`config.mk`:
```
export PLATFORM = sky130hd
export DESIGN_NAME = sar_adc_temp_sense_control
export DESIGN_NICKNAME = d
export VERILOG_FILES = /design/src/hdl/adc_ctrl_pkg.sv /design/src/hdl/conv_clock_gen.sv /design/src/hdl/irq_status_bank.sv /design/src/hdl/sar_adc_temp_sense_control.sv
export SDC_FILE = /design/constraint.sdc
export NUM_CORES = 1
export LEC_CHECK = 0
export ABC_AREA = 1
export BUFFER_PORTS_ARGS = -buffer_cell sky130_fd_sc_hd__buf_2
export CORE_MARGIN = 1
export CORE_UTILIZATION = 54
export CTS_CLUSTER_SIZE = 14
export DETAILED_ROUTE_END_ITERATION = 8
export PLACE_DENSITY = 0.82
export SYNTH_ARGS = -nofsm -noshare
export SYNTH_HDL_FRONTEND = slang
export SYNTH_SLANG_ARGS = --single-unit
```
`constraint.sdc`:
```
create_clock -name pclk -period 2.7 [get_ports pclk]
set_clock_uncertainty 0.15 [all_clocks]
set_input_delay 0.405 -clock pclk [delete_from_list [all_inputs] [get_ports pclk]]
set_output_delay 0.405 -clock pclk [all_outputs]
set_load 0.01 [all_outputs]
```
`src/hdl/adc_ctrl_pkg.sv`:
```
`default_nettype none
package adc_ctrl_pkg;

  // Register byte addresses on the APB bus.
  localparam logic [7:0] OFFSET_CONTROL_0 = 8'h00;
  localparam logic [7:0] OFFSET_CONTROL_1 = 8'h04;
  localparam logic [7:0] OFFSET_RESULT_HIGH = 8'h08;
  localparam logic [7:0] OFFSET_RESULT_LOW = 8'h0c;
  localparam logic [7:0] OFFSET_REF_TEMP = 8'h10;
  localparam logic [7:0] OFFSET_IRQ_STATUS = 8'h14;
  localparam logic [7:0] OFFSET_IRQ_MASK = 8'h18;

  // converter_control_0 fields.
  localparam int POS_CONVERTER_ENABLE = 0;
  localparam int POS_GO_DONE = 1;
  localparam int POS_CHANNEL_LSB = 2;
  // converter_control_1 fields.
  localparam int POS_POS_REF_LSB = 0;
  localparam int POS_CLOCK_SEL_LSB = 4;
  // voltage_ref_temp_control fields.
  localparam int POS_FIXED_REF_GAIN_LSB = 0;
  localparam int POS_TEMP_RANGE = 4;
  localparam int POS_TEMP_SENSOR_ENABLE = 5;
  localparam int POS_FIXED_REF_READY = 6;
  localparam int POS_FIXED_REF_ENABLE = 7;
  // Interrupt status and mask fields.
  localparam int IRQ_COUNT = 2;
  localparam int POS_IRQ_DONE = 0;
  localparam int POS_IRQ_ABORT = 1;

  localparam logic [7:0] RESET_CONTROL_0 = 8'h00;
  localparam logic [7:0] RESET_CONTROL_1 = 8'h00;
  localparam logic [7:0] RESET_REF_TEMP = 8'h00;
  localparam logic [1:0] RESET_IRQ_MASK = 2'h0;

  localparam int RESULT_WIDTH = 10;
  localparam int CHANNEL_WIDTH = 5;
  localparam logic [4:0] CHANNEL_VREF_POS = 5'h1c;
  localparam logic [4:0] CHANNEL_VREF_NEG = 5'h1d;
  localparam logic [4:0] CHANNEL_TEMP_SENSOR = 5'h1e;
  localparam logic [4:0] CHANNEL_FIXED_REF = 5'h1f;

  localparam logic [1:0] POS_REF_SUPPLY = 2'h0;
  localparam logic [1:0] POS_REF_PIN = 2'h2;
  localparam logic [1:0] POS_REF_FIXED = 2'h3;

  localparam logic [2:0] CLK_DIV2 = 3'h0;
  localparam logic [2:0] CLK_DIV4 = 3'h4;
  localparam logic [2:0] CLK_DIV8 = 3'h1;
  localparam logic [2:0] CLK_DIV16 = 3'h5;
  localparam logic [2:0] CLK_DIV32 = 3'h2;
  localparam logic [2:0] CLK_DIV64 = 3'h6;

  // A conversion lasts 11.5 bit periods, counted in half periods.
  localparam logic [4:0] HALF_PERIODS_PER_CONVERSION = 5'd23;
  localparam logic [4:0] FIRST_DECISION_HALF = 5'd2;
  localparam logic [4:0] LAST_DECISION_HALF = 5'd20;

  typedef struct packed {
    logic temp_sensor_power;
    logic temp_range_high;
    logic fixed_ref_enable;
    logic [1:0] fixed_ref_gain;
    logic [4:0] channel;
    logic [1:0] positive_ref;
    logic sampling;
    logic [9:0] trial_code;
  } analog_ctrl_type;

endpackage
`default_nettype wire

```
`src/hdl/conv_clock_gen.sv`:
```
`default_nettype none
module conv_clock_gen (
  input wire logic pclk,
  input wire logic presetn,
  input wire logic run,
  input wire logic [2:0] clock_select,
  input wire logic rc_osc_tick,
  output logic half_tick
);
  import adc_ctrl_pkg::*;

  logic [4:0] count_reg;
  logic [4:0] limit;
  logic use_rc;

  // Divided sources are counted in pclk cycles, so any change of the system clock scales them alike.
  always_comb begin
    use_rc = (clock_select[1:0] == 2'b11);
    unique case (clock_select)
      CLK_DIV2: limit = 5'd0;
      CLK_DIV4: limit = 5'd1;
      CLK_DIV8: limit = 5'd3;
      CLK_DIV16: limit = 5'd7;
      CLK_DIV32: limit = 5'd15;
      CLK_DIV64: limit = 5'd31;
      default: limit = 5'd0;
    endcase
  end

  always_ff @(posedge pclk or negedge presetn) begin
    if (!presetn) begin
      count_reg <= 5'h00;
    end else if (!run || count_reg == limit) begin
      count_reg <= 5'h00;
    end else begin
      count_reg <= count_reg + 5'd1;
    end
  end

  // The RC source is independent of pclk; each of its ticks marks one half period.
  assign half_tick = run && (use_rc ? rc_osc_tick : (count_reg == limit));

endmodule
`default_nettype wire

```
`src/hdl/irq_status_bank.sv`:
```
`default_nettype none
module irq_status_bank (
  input wire logic pclk,
  input wire logic presetn,
  input wire logic [1:0] event_pulse,
  input wire logic clear_write,
  input wire logic mask_write,
  input wire logic [1:0] write_bits,
  output logic [1:0] status,
  output logic [1:0] mask,
  output logic irq
);
  import adc_ctrl_pkg::*;

  genvar i;
  generate
    for (i = 0; i < IRQ_COUNT; i++) begin : g_bit
      // A new event in the clearing cycle wins, so no completion is lost.
      always_ff @(posedge pclk or negedge presetn) begin
        if (!presetn) begin
          status[i] <= 1'b0;
        end else if (event_pulse[i]) begin
          status[i] <= 1'b1;
        end else if (clear_write && write_bits[i]) begin
          status[i] <= 1'b0;
        end
      end
    end
  endgenerate

  always_ff @(posedge pclk or negedge presetn) begin
    if (!presetn) begin
      mask <= RESET_IRQ_MASK;
    end else if (mask_write) begin
      mask <= write_bits;
    end
  end

  assign irq = |(status & mask);

endmodule
`default_nettype wire

```
`src/hdl/sar_adc_temp_sense_control.sv`:
```
// Function
// - Temperature sensor powered only while its enable bit is set.
// - Range bit one selects high range, zero selects low range.
// - One channel code is reserved for the internal temperature sensor.
// - Ten-bit successive approximation result stored in high and low result registers.
// - Channel field connects one of 21 sources to the sample-and-hold.
// - Positive reference chosen from pin, supply or fixed reference.
// - Conversion clock is system clock over 2 to 64 or the RC oscillator.
// - A full conversion takes 11.5 bit conversion periods.
// - Completion raises an interrupt able to wake the device.
// - Divided clock sources follow system clock changes; RC source does not.
// - Clock select encoding 000,100,001,101,010,110 divides, x11 RC oscillator.
// - Enable bit enables; go written one starts; not in the enabling write.
// - On completion clear go, set done flag, load result registers.
// - Clearing go early stops and stores partial result, unresolved bits copy last.
//
// Our own choices: the register addresses and the APB slave port.
`default_nettype none
module sar_adc_temp_sense_control (
  input wire logic pclk,
  input wire logic presetn,
  input wire logic psel,
  input wire logic penable,
  input wire logic pwrite,
  input wire logic [7:0] paddr,
  input wire logic [31:0] pwdata,
  output logic [31:0] prdata,
  output logic pready,
  output logic pslverr,
  input wire logic comparator_high,
  input wire logic rc_osc_tick,
  input wire logic fixed_ref_ready,
  output adc_ctrl_pkg::analog_ctrl_type analog_ctrl,
  output logic irq
);
  import adc_ctrl_pkg::*;

  // One-hot codes; any other code falls back to idle.
  typedef enum logic [1:0] {
    IDLE = 2'b01,
    CONVERT = 2'b10
  } conv_state_type;

  conv_state_type state_reg;
  logic busy;
  logic [7:0] control_0_reg;
  logic [7:0] control_1_reg;
  logic [7:0] ref_temp_reg;
  logic [1:0] result_high_reg;
  logic [7:0] result_low_reg;
  logic [9:0] sar_code_reg;
  logic [9:0] sar_code_next;
  logic [3:0] bit_index_reg;
  logic [4:0] half_count_reg;
  logic last_bit_reg;
  logic [9:0] partial_code;
  logic [31:0] prdata_reg;
  logic [31:0] read_value;
  logic address_hit;
  logic access;
  logic write_access;
  logic write_ctrl0;
  logic write_ctrl1;
  logic write_ref_temp;
  logic write_irq_status;
  logic write_irq_mask;
  logic start_request;
  logic abort_request;
  logic disable_request;
  logic half_tick;
  logic decision_tick;
  logic finish_tick;
  logic conversion_done;
  logic partial_store;
  logic [1:0] irq_events;
  logic [1:0] irq_status;
  logic [1:0] irq_mask;

  // APB: zero wait states; read data is captured in the setup cycle.
  assign access = psel && penable;
  assign write_access = access && pwrite;
  assign pready = access;
  assign pslverr = access && !address_hit;
  assign prdata = prdata_reg;
  assign write_ctrl0 = write_access && (paddr == OFFSET_CONTROL_0);
  assign write_ctrl1 = write_access && (paddr == OFFSET_CONTROL_1);
  assign write_ref_temp = write_access && (paddr == OFFSET_REF_TEMP);
  assign write_irq_status = write_access && (paddr == OFFSET_IRQ_STATUS);
  assign write_irq_mask = write_access && (paddr == OFFSET_IRQ_MASK);
  assign busy = (state_reg == CONVERT);

  // Go may only start a conversion when the enable bit was already set before this write.
  assign start_request = write_ctrl0 && pwdata[POS_GO_DONE] && control_0_reg[POS_CONVERTER_ENABLE]
    && pwdata[POS_CONVERTER_ENABLE] && !busy;
  // Clearing enable outranks clearing go: the sample is dropped rather than stored in part.
  assign abort_request = write_ctrl0 && !pwdata[POS_GO_DONE] && busy;
  assign disable_request = write_ctrl0 && !pwdata[POS_CONVERTER_ENABLE] && busy;

  // Unmapped offsets read zero and flag an error; writes to them are dropped.
  always_comb begin
    address_hit = 1'b1;
    read_value = 32'h0000_0000;
    unique case (paddr)
      OFFSET_CONTROL_0: begin
        read_value[7:0] = control_0_reg;
        read_value[POS_GO_DONE] = busy;
      end
      OFFSET_CONTROL_1: read_value[7:0] = control_1_reg;
      OFFSET_RESULT_HIGH: read_value[1:0] = result_high_reg;
      OFFSET_RESULT_LOW: read_value[7:0] = result_low_reg;
      OFFSET_REF_TEMP: begin
        read_value[7:0] = ref_temp_reg;
        read_value[POS_FIXED_REF_READY] = fixed_ref_ready;
      end
      OFFSET_IRQ_STATUS: read_value[1:0] = irq_status;
      OFFSET_IRQ_MASK: read_value[1:0] = irq_mask;
      default: address_hit = 1'b0;
    endcase
  end

  // Capturing in the setup cycle keeps the read path off the bus timing in the access cycle.
  always_ff @(posedge pclk or negedge presetn) begin
    if (!presetn) begin
      prdata_reg <= 32'h0000_0000;
    end else if (psel && !penable && !pwrite) begin
      prdata_reg <= read_value;
    end
  end

  // Go is kept apart from the stored control bits; its readback is the busy state.
  always_ff @(posedge pclk or negedge presetn) begin
    if (!presetn) begin
      control_0_reg <= RESET_CONTROL_0;
    end else if (write_ctrl0) begin
      control_0_reg <= pwdata[7:0] & 8'hfd;
    end
  end

  // Bits 7, 3 and 2 are unimplemented and read zero.
  always_ff @(posedge pclk or negedge presetn) begin
    if (!presetn) begin
      control_1_reg <= RESET_CONTROL_1;
    end else if (write_ctrl1) begin
      control_1_reg <= pwdata[7:0] & 8'h73;
    end
  end

  // Bits 3 and 2 are unimplemented and the ready bit is read from the reference itself.
  always_ff @(posedge pclk or negedge presetn) begin
    if (!presetn) begin
      ref_temp_reg <= RESET_REF_TEMP;
    end else if (write_ref_temp) begin
      ref_temp_reg <= pwdata[7:0] & 8'hb3;
    end
  end

  // The divider restarts with every conversion, so the first half period is full length except with the RC source, which runs free.
  conv_clock_gen clock_gen (
    .pclk(pclk),
    .presetn(presetn),
    .run(busy),
    .clock_select(control_1_reg[POS_CLOCK_SEL_LSB +: 3]),
    .rc_osc_tick(rc_osc_tick),
    .half_tick(half_tick)
  );

  // Half period 0 and 1 hold the sample; decisions fall on even halves 2 to 20; 22 ends it.
  assign decision_tick = half_tick && !half_count_reg[0]
    && half_count_reg >= FIRST_DECISION_HALF && half_count_reg <= LAST_DECISION_HALF;
  assign finish_tick = half_tick && (half_count_reg == HALF_PERIODS_PER_CONVERSION - 5'd1);

  // The bit under trial takes the comparator's answer and the next bit down becomes the new trial.
  always_comb begin
    sar_code_next = sar_code_reg;
    sar_code_next[bit_index_reg] = comparator_high;
    if (bit_index_reg != 4'd0) begin
      sar_code_next[bit_index_reg - 4'd1] = 1'b1;
    end
  end

  genvar b;
  generate
    for (b = 0; b < RESULT_WIDTH; b++) begin : g_partial
      // Bits above the pending trial bit are decided; the rest repeat the last decision, zero before any.
      assign partial_code[b] = (b > int'(bit_index_reg)) ? sar_code_reg[b] : last_bit_reg;
    end
  endgenerate

  // A finished, aborted or disabled conversion returns to idle in one step.
  always_ff @(posedge pclk or negedge presetn) begin
    if (!presetn) begin
      state_reg <= IDLE;
    end else begin
      unique case (state_reg)
        IDLE: begin
          if (start_request) begin
            state_reg <= CONVERT;
          end
        end
        CONVERT: begin
          if (finish_tick || abort_request || disable_request) begin
            state_reg <= IDLE;
          end
        end
        default: state_reg <= IDLE;
      endcase
    end
  end

  // Counts half bit periods from the start; ticks only arrive while a conversion runs.
  always_ff @(posedge pclk or negedge presetn) begin
    if (!presetn) begin
      half_count_reg <= 5'h00;
    end else if (start_request) begin
      half_count_reg <= 5'h00;
    end else if (half_tick) begin
      half_count_reg <= half_count_reg + 5'd1;
    end
  end

  // The top bit is tried first; each decision settles one bit and tries the next one down.
  always_ff @(posedge pclk or negedge presetn) begin
    if (!presetn) begin
      sar_code_reg <= 10'h000;
    end else if (start_request) begin
      sar_code_reg <= 10'h200;
    end else if (decision_tick && busy) begin
      sar_code_reg <= sar_code_next;
    end
  end

  always_ff @(posedge pclk or negedge presetn) begin
    if (!presetn) begin
      bit_index_reg <= 4'h0;
    end else if (start_request) begin
      bit_index_reg <= 4'h9;
    end else if (decision_tick && busy && bit_index_reg != 4'd0) begin
      bit_index_reg <= bit_index_reg - 4'd1;
    end
  end

  // The latest decision is kept apart so that an abort can copy it into the unresolved bits.
  always_ff @(posedge pclk or negedge presetn) begin
    if (!presetn) begin
      last_bit_reg <= 1'b0;
    end else if (start_request) begin
      last_bit_reg <= 1'b0;
    end else if (decision_tick && busy) begin
      last_bit_reg <= comparator_high;
    end
  end

  // Disabling the converter mid-conversion drops the sample and leaves the result untouched.
  always_ff @(posedge pclk or negedge presetn) begin
    if (!presetn) begin
      result_high_reg <= 2'h0;
      result_low_reg <= 8'h00;
    end else if (conversion_done) begin
      result_high_reg <= sar_code_reg[9:8];
      result_low_reg <= sar_code_reg[7:0];
    end else if (partial_store) begin
      result_high_reg <= partial_code[9:8];
      result_low_reg <= partial_code[7:0];
    end
  end

  // An abort reports on its own status bit so software can tell a partial result from a full one.
  assign conversion_done = busy && finish_tick && !abort_request && !disable_request;
  assign partial_store = abort_request && !disable_request;
  assign irq_events[POS_IRQ_DONE] = conversion_done;
  assign irq_events[POS_IRQ_ABORT] = partial_store;

  // Status bits are sticky and cleared by writing one; a new event outranks a clear.

  irq_status_bank irq_bank (
    .pclk(pclk),
    .presetn(presetn),
    .event_pulse(irq_events),
    .clear_write(write_irq_status),
    .mask_write(write_irq_mask),
    .write_bits(pwdata[1:0]),
    .status(irq_status),
    .mask(irq_mask),
    .irq(irq)
  );
  // The level output also serves as the wake request while asleep.

  // Routing and settling delays before a start are left to software.
  always_comb begin
    analog_ctrl.temp_sensor_power = ref_temp_reg[POS_TEMP_SENSOR_ENABLE];
    analog_ctrl.temp_range_high = ref_temp_reg[POS_TEMP_RANGE];
    analog_ctrl.fixed_ref_enable = ref_temp_reg[POS_FIXED_REF_ENABLE];
    analog_ctrl.fixed_ref_gain = ref_temp_reg[POS_FIXED_REF_GAIN_LSB +: 2];
    analog_ctrl.channel = control_0_reg[POS_CHANNEL_LSB +: CHANNEL_WIDTH];
    analog_ctrl.positive_ref = control_1_reg[POS_POS_REF_LSB +: 2];
    // The hold circuit tracks its input whenever the converter is on and idle.
    analog_ctrl.sampling = control_0_reg[POS_CONVERTER_ENABLE] && !busy;
    analog_ctrl.trial_code = sar_code_reg;
  end

endmodule
`default_nettype wire

```
==> impl_metrics.toml <==
[run]
maxCapViolCount = 0

[die]
die_x_um = 90.1
rows = 31
die_y_um = 90.1
boundaryPins = 106
core_area_sq_mm = 0.00737
die_area_sq_mm = 0.00812
start_util_pct = 56.9

[worst_setup_path]
slowest_stage = "a21oi_2"
crit_arrival_ns = 2.52
path_buf_inv = 2
start_kind = "flip-flop"
max_stage_delay_ns = 0.49
crit_required_ns = 2.85
crit_cells = 11
cp_top_family = "simple AND/OR/NAND/NOR gates"
critPathMaxFanout = 13
startpoint = "control_1_reg[4]"
rr_endpoint = "result_low_reg[5]"
endpoint = "result_low_reg[5]"
critPathMostFrequentCell = "nand2_1"
worstReg2RegStart = "control_1_reg[4]"
worstRegToRegCells = 11
crit_chain = "inv_1 -> ha_1 -> inv_1 -> nand3_1 -> nand2_1 -> nand4_2 -> a21oi_2 -> nand4_1 -> nand2_1 -> nand2_1 -> nand2_1"
critPathCaptureType = "flip-flop"
crit_type = "flip-flop to flip-flop"
ff2ff_setup_slack_ns = 0.33

[timing]
period_needed_ns = 2.37
setup_viol = 0
rsz0062_at_grt = "false"
fmaxAchievable_mhz = 422
hold_violations = 0
relSlewSlack_pct = 55.1
tightest_slew_ns = 0.673
finalWorstSetupSlack_ns = 0.328
drv_slew = 0
fin_setup_tns_ns = 0
finalCritPeriodShare_pct = 87.9

[yosys]
ys_async_sr_fraction_pct = 100
netlist-cell-type-count = 44
syn_avg_cell_area_sq_um = 7.54
synth_ff_type = "dfrtp_1"
syn_inst = 556
synth_edf_count = 0
synth-seq-cells = 66
synth.yosys.seq_area_share_pct = 39.4
syn_area_sq_mm = 0.00419
yosysWarnings = 0

[min_path]
hp-class = "input port to flip-flop"

[grt]
grt_pass1_vias = 3597
grt-ovfl-total = 0
grt_start_max_net_pins = 39
antenna_found_initial = 0
grt_pass1_wl_mm = 16.6
grt_usage_pct = 25.6

[layout]
fin_util_pct = 63.6
nNetsFinal = 675
antenna_cells = 0
layout-drive-gt1-share_pct = 17.6
largest_register_ff_count = 10
syn_to_final_growth_pct = 11.8
fin_cells = 718

[route]
drt_pass1_iterations = 5
antenna_left = 0
drt_wl_total_mm = 9.85
post_drt_wl_per_cell_um = 13.7
drtIter0Drc = 182
drc_errors = 0
via_count = 3817
vias_per_cell = 5.32

[placed_design]
pre_cts_slack_ns = 0.334
dpl.hpwl_mm = 7.34
io_buffers = 57
place_inst = 701
place.gp.congestion = 0.914

[clocking]
clk_path_buf_depth = 2
clock_latency_ns = 0.36
ctsHtreeMaxLevel = 3
cts_sinks = 66
cts-root-buf = "clkbuf_8"
clk_pin_slew_ns = 0.08
cts_setup_buffers = 0
cts_tree = "built"
numCtsBuffers = 9

[status]
outcome = "complete, no violations"

[power_and_ir_drop]
ir_drop_mv = 0.237
p_per_area_mw_per_mm2 = 449
power_mw = 2.10
p_leak_nw = 2.48
[placed cells by master (no fill, tap or decap), types with 4 or more instances in the layout]
cell	synthesis	layout
inv_2	5	5
nor2_1	23	23
nand2_1	188	188
inv_1	58	58
nand3_1	25	25
ha_1	13	13
conb_1	1	24
clkbuf_8	0	10
buf_2	2	57
nand2_2	7	7
a21oi_1	8	8
nor3_1	8	8
dfrtp_1	65	65
o22ai_1	5	5
o21ai_0	56	56
xor2_1	4	4
nand4_1	13	13
[stage by stage]
| stage | area (sq um) | hold slack (ns) |
|---|---|---|
| finish | 4690 | 0.106 |
| floorplan | 4280 | -0.0406 |
| CTS | 4690 | 0.103 |
| global placement | 4450 | 0.313 |
| detailed placement | 4450 | 0.311 |
| global route | 4690 | 0.114 |
[repair_timing]
item	in CTS	in global routing
resized for setup	0	0
hold buffers	1	0
hold endpoints to repair	28	0
[worst min-delay path, cell delays in order]
cell and delay, ns:
buf_2 0.07, nand2_1 0.05, nand2_1 0.06
[cell families after synthesis]
kind of cell	count (synthesis)	share of synthesized area, %
buffers and inverters	104	12.7
adders and majority gates	13	3.88
and+or+nand+nor	282	31.4
AOI/OAI and AO/OA	86	11.6
xor gates and xnor gates	4	0.836
other	1	0.0895
DFF	66	39.4
[layer usage]
| layer | share of wire [%] | global-route usage (%) | wire (um) |
|---|---|---|---|
| met2 | 48 | 43.0 | 4690 |
| met3 | 6.4 | 6.35 | 634 |
| met4 | 2.7 | 10.3 | 265 |
| met1 | 43 | 31.5 | 4260 |
| met5 | 0 | 0 | 0 |
[synth_stat cells, types with 2 or more instances]
| cell type | n | area (sq um) |
|---|---|---|
| a22o_1 | 3 | 26.3 |
| dfrtp_1 | 65 | 1630 |
| nand4_4 | 3 | 63.8 |
| o21ai_1 | 2 | 10.0 |
| a21oi_1 | 8 | 40.0 |
| inv_1 | 58 | 218 |
| nand2_4 | 2 | 22.5 |
| nand2_2 | 7 | 43.8 |
| clkbuf_1 | 2 | 7.51 |
| o2111ai_1 | 3 | 26.3 |
| nand4_1 | 13 | 81.3 |
| o21ai_0 | 56 | 280 |
| nor3_1 | 8 | 40.0 |
| buf_2 | 2 | 10.0 |
| buf_4 | 30 | 225 |
| nand4_2 | 2 | 25.0 |
| inv_4 | 2 | 12.5 |
| buf_6 | 3 | 33.8 |
| nor2_1 | 23 | 86.3 |
| nand3_1 | 25 | 125 |
| nor2_2 | 3 | 18.8 |
| o22ai_1 | 5 | 31.3 |
| a31oi_1 | 2 | 12.5 |
| nor2_8 | 2 | 40.0 |
| ha_1 | 13 | 163 |
| nand2_1 | 188 | 706 |
| xor2_1 | 4 | 35.0 |
| nand3b_1 | 2 | 15.0 |
| inv_2 | 5 | 18.8 |
[layout make-up]
| class | instances | area, sq um |
|---|---|---|
| Clock inverter | 6 | 90.1 |
| Tap cell | 99 | 124 |
| Fill cell | 647 | 2680 |
| Multi-Input combinational cell | 409 | 2090 |
| Sequential cell | 66 | 1650 |
| Clock buffer | 10 | 138 |
| Inverter | 66 | 253 |
| Timing Repair Buffer | 62 | 338 |
[where the power goes]
group	internal [mW]	switching [mW]
logic	0.0377	0.0934
registers	0.995	0.00720
clock network	0.546	0.422
[how the worst min path moves through the flow]
stage	start	endpoint	cells after the start
final	pwdata[3]	control_0_reg[3]	3
after global routing	pwdata[3]	control_0_reg[3]	3
after CTS	pwdata[3]	control_0_reg[3]	3
after detailed placement	prdata[2]	prdata[2]	2
after global placement	prdata[2]	prdata[2]	2
after floorplan	presetn	bit_index_reg[0]	0
Note: power is estimated with default switching activity, not from simulation.
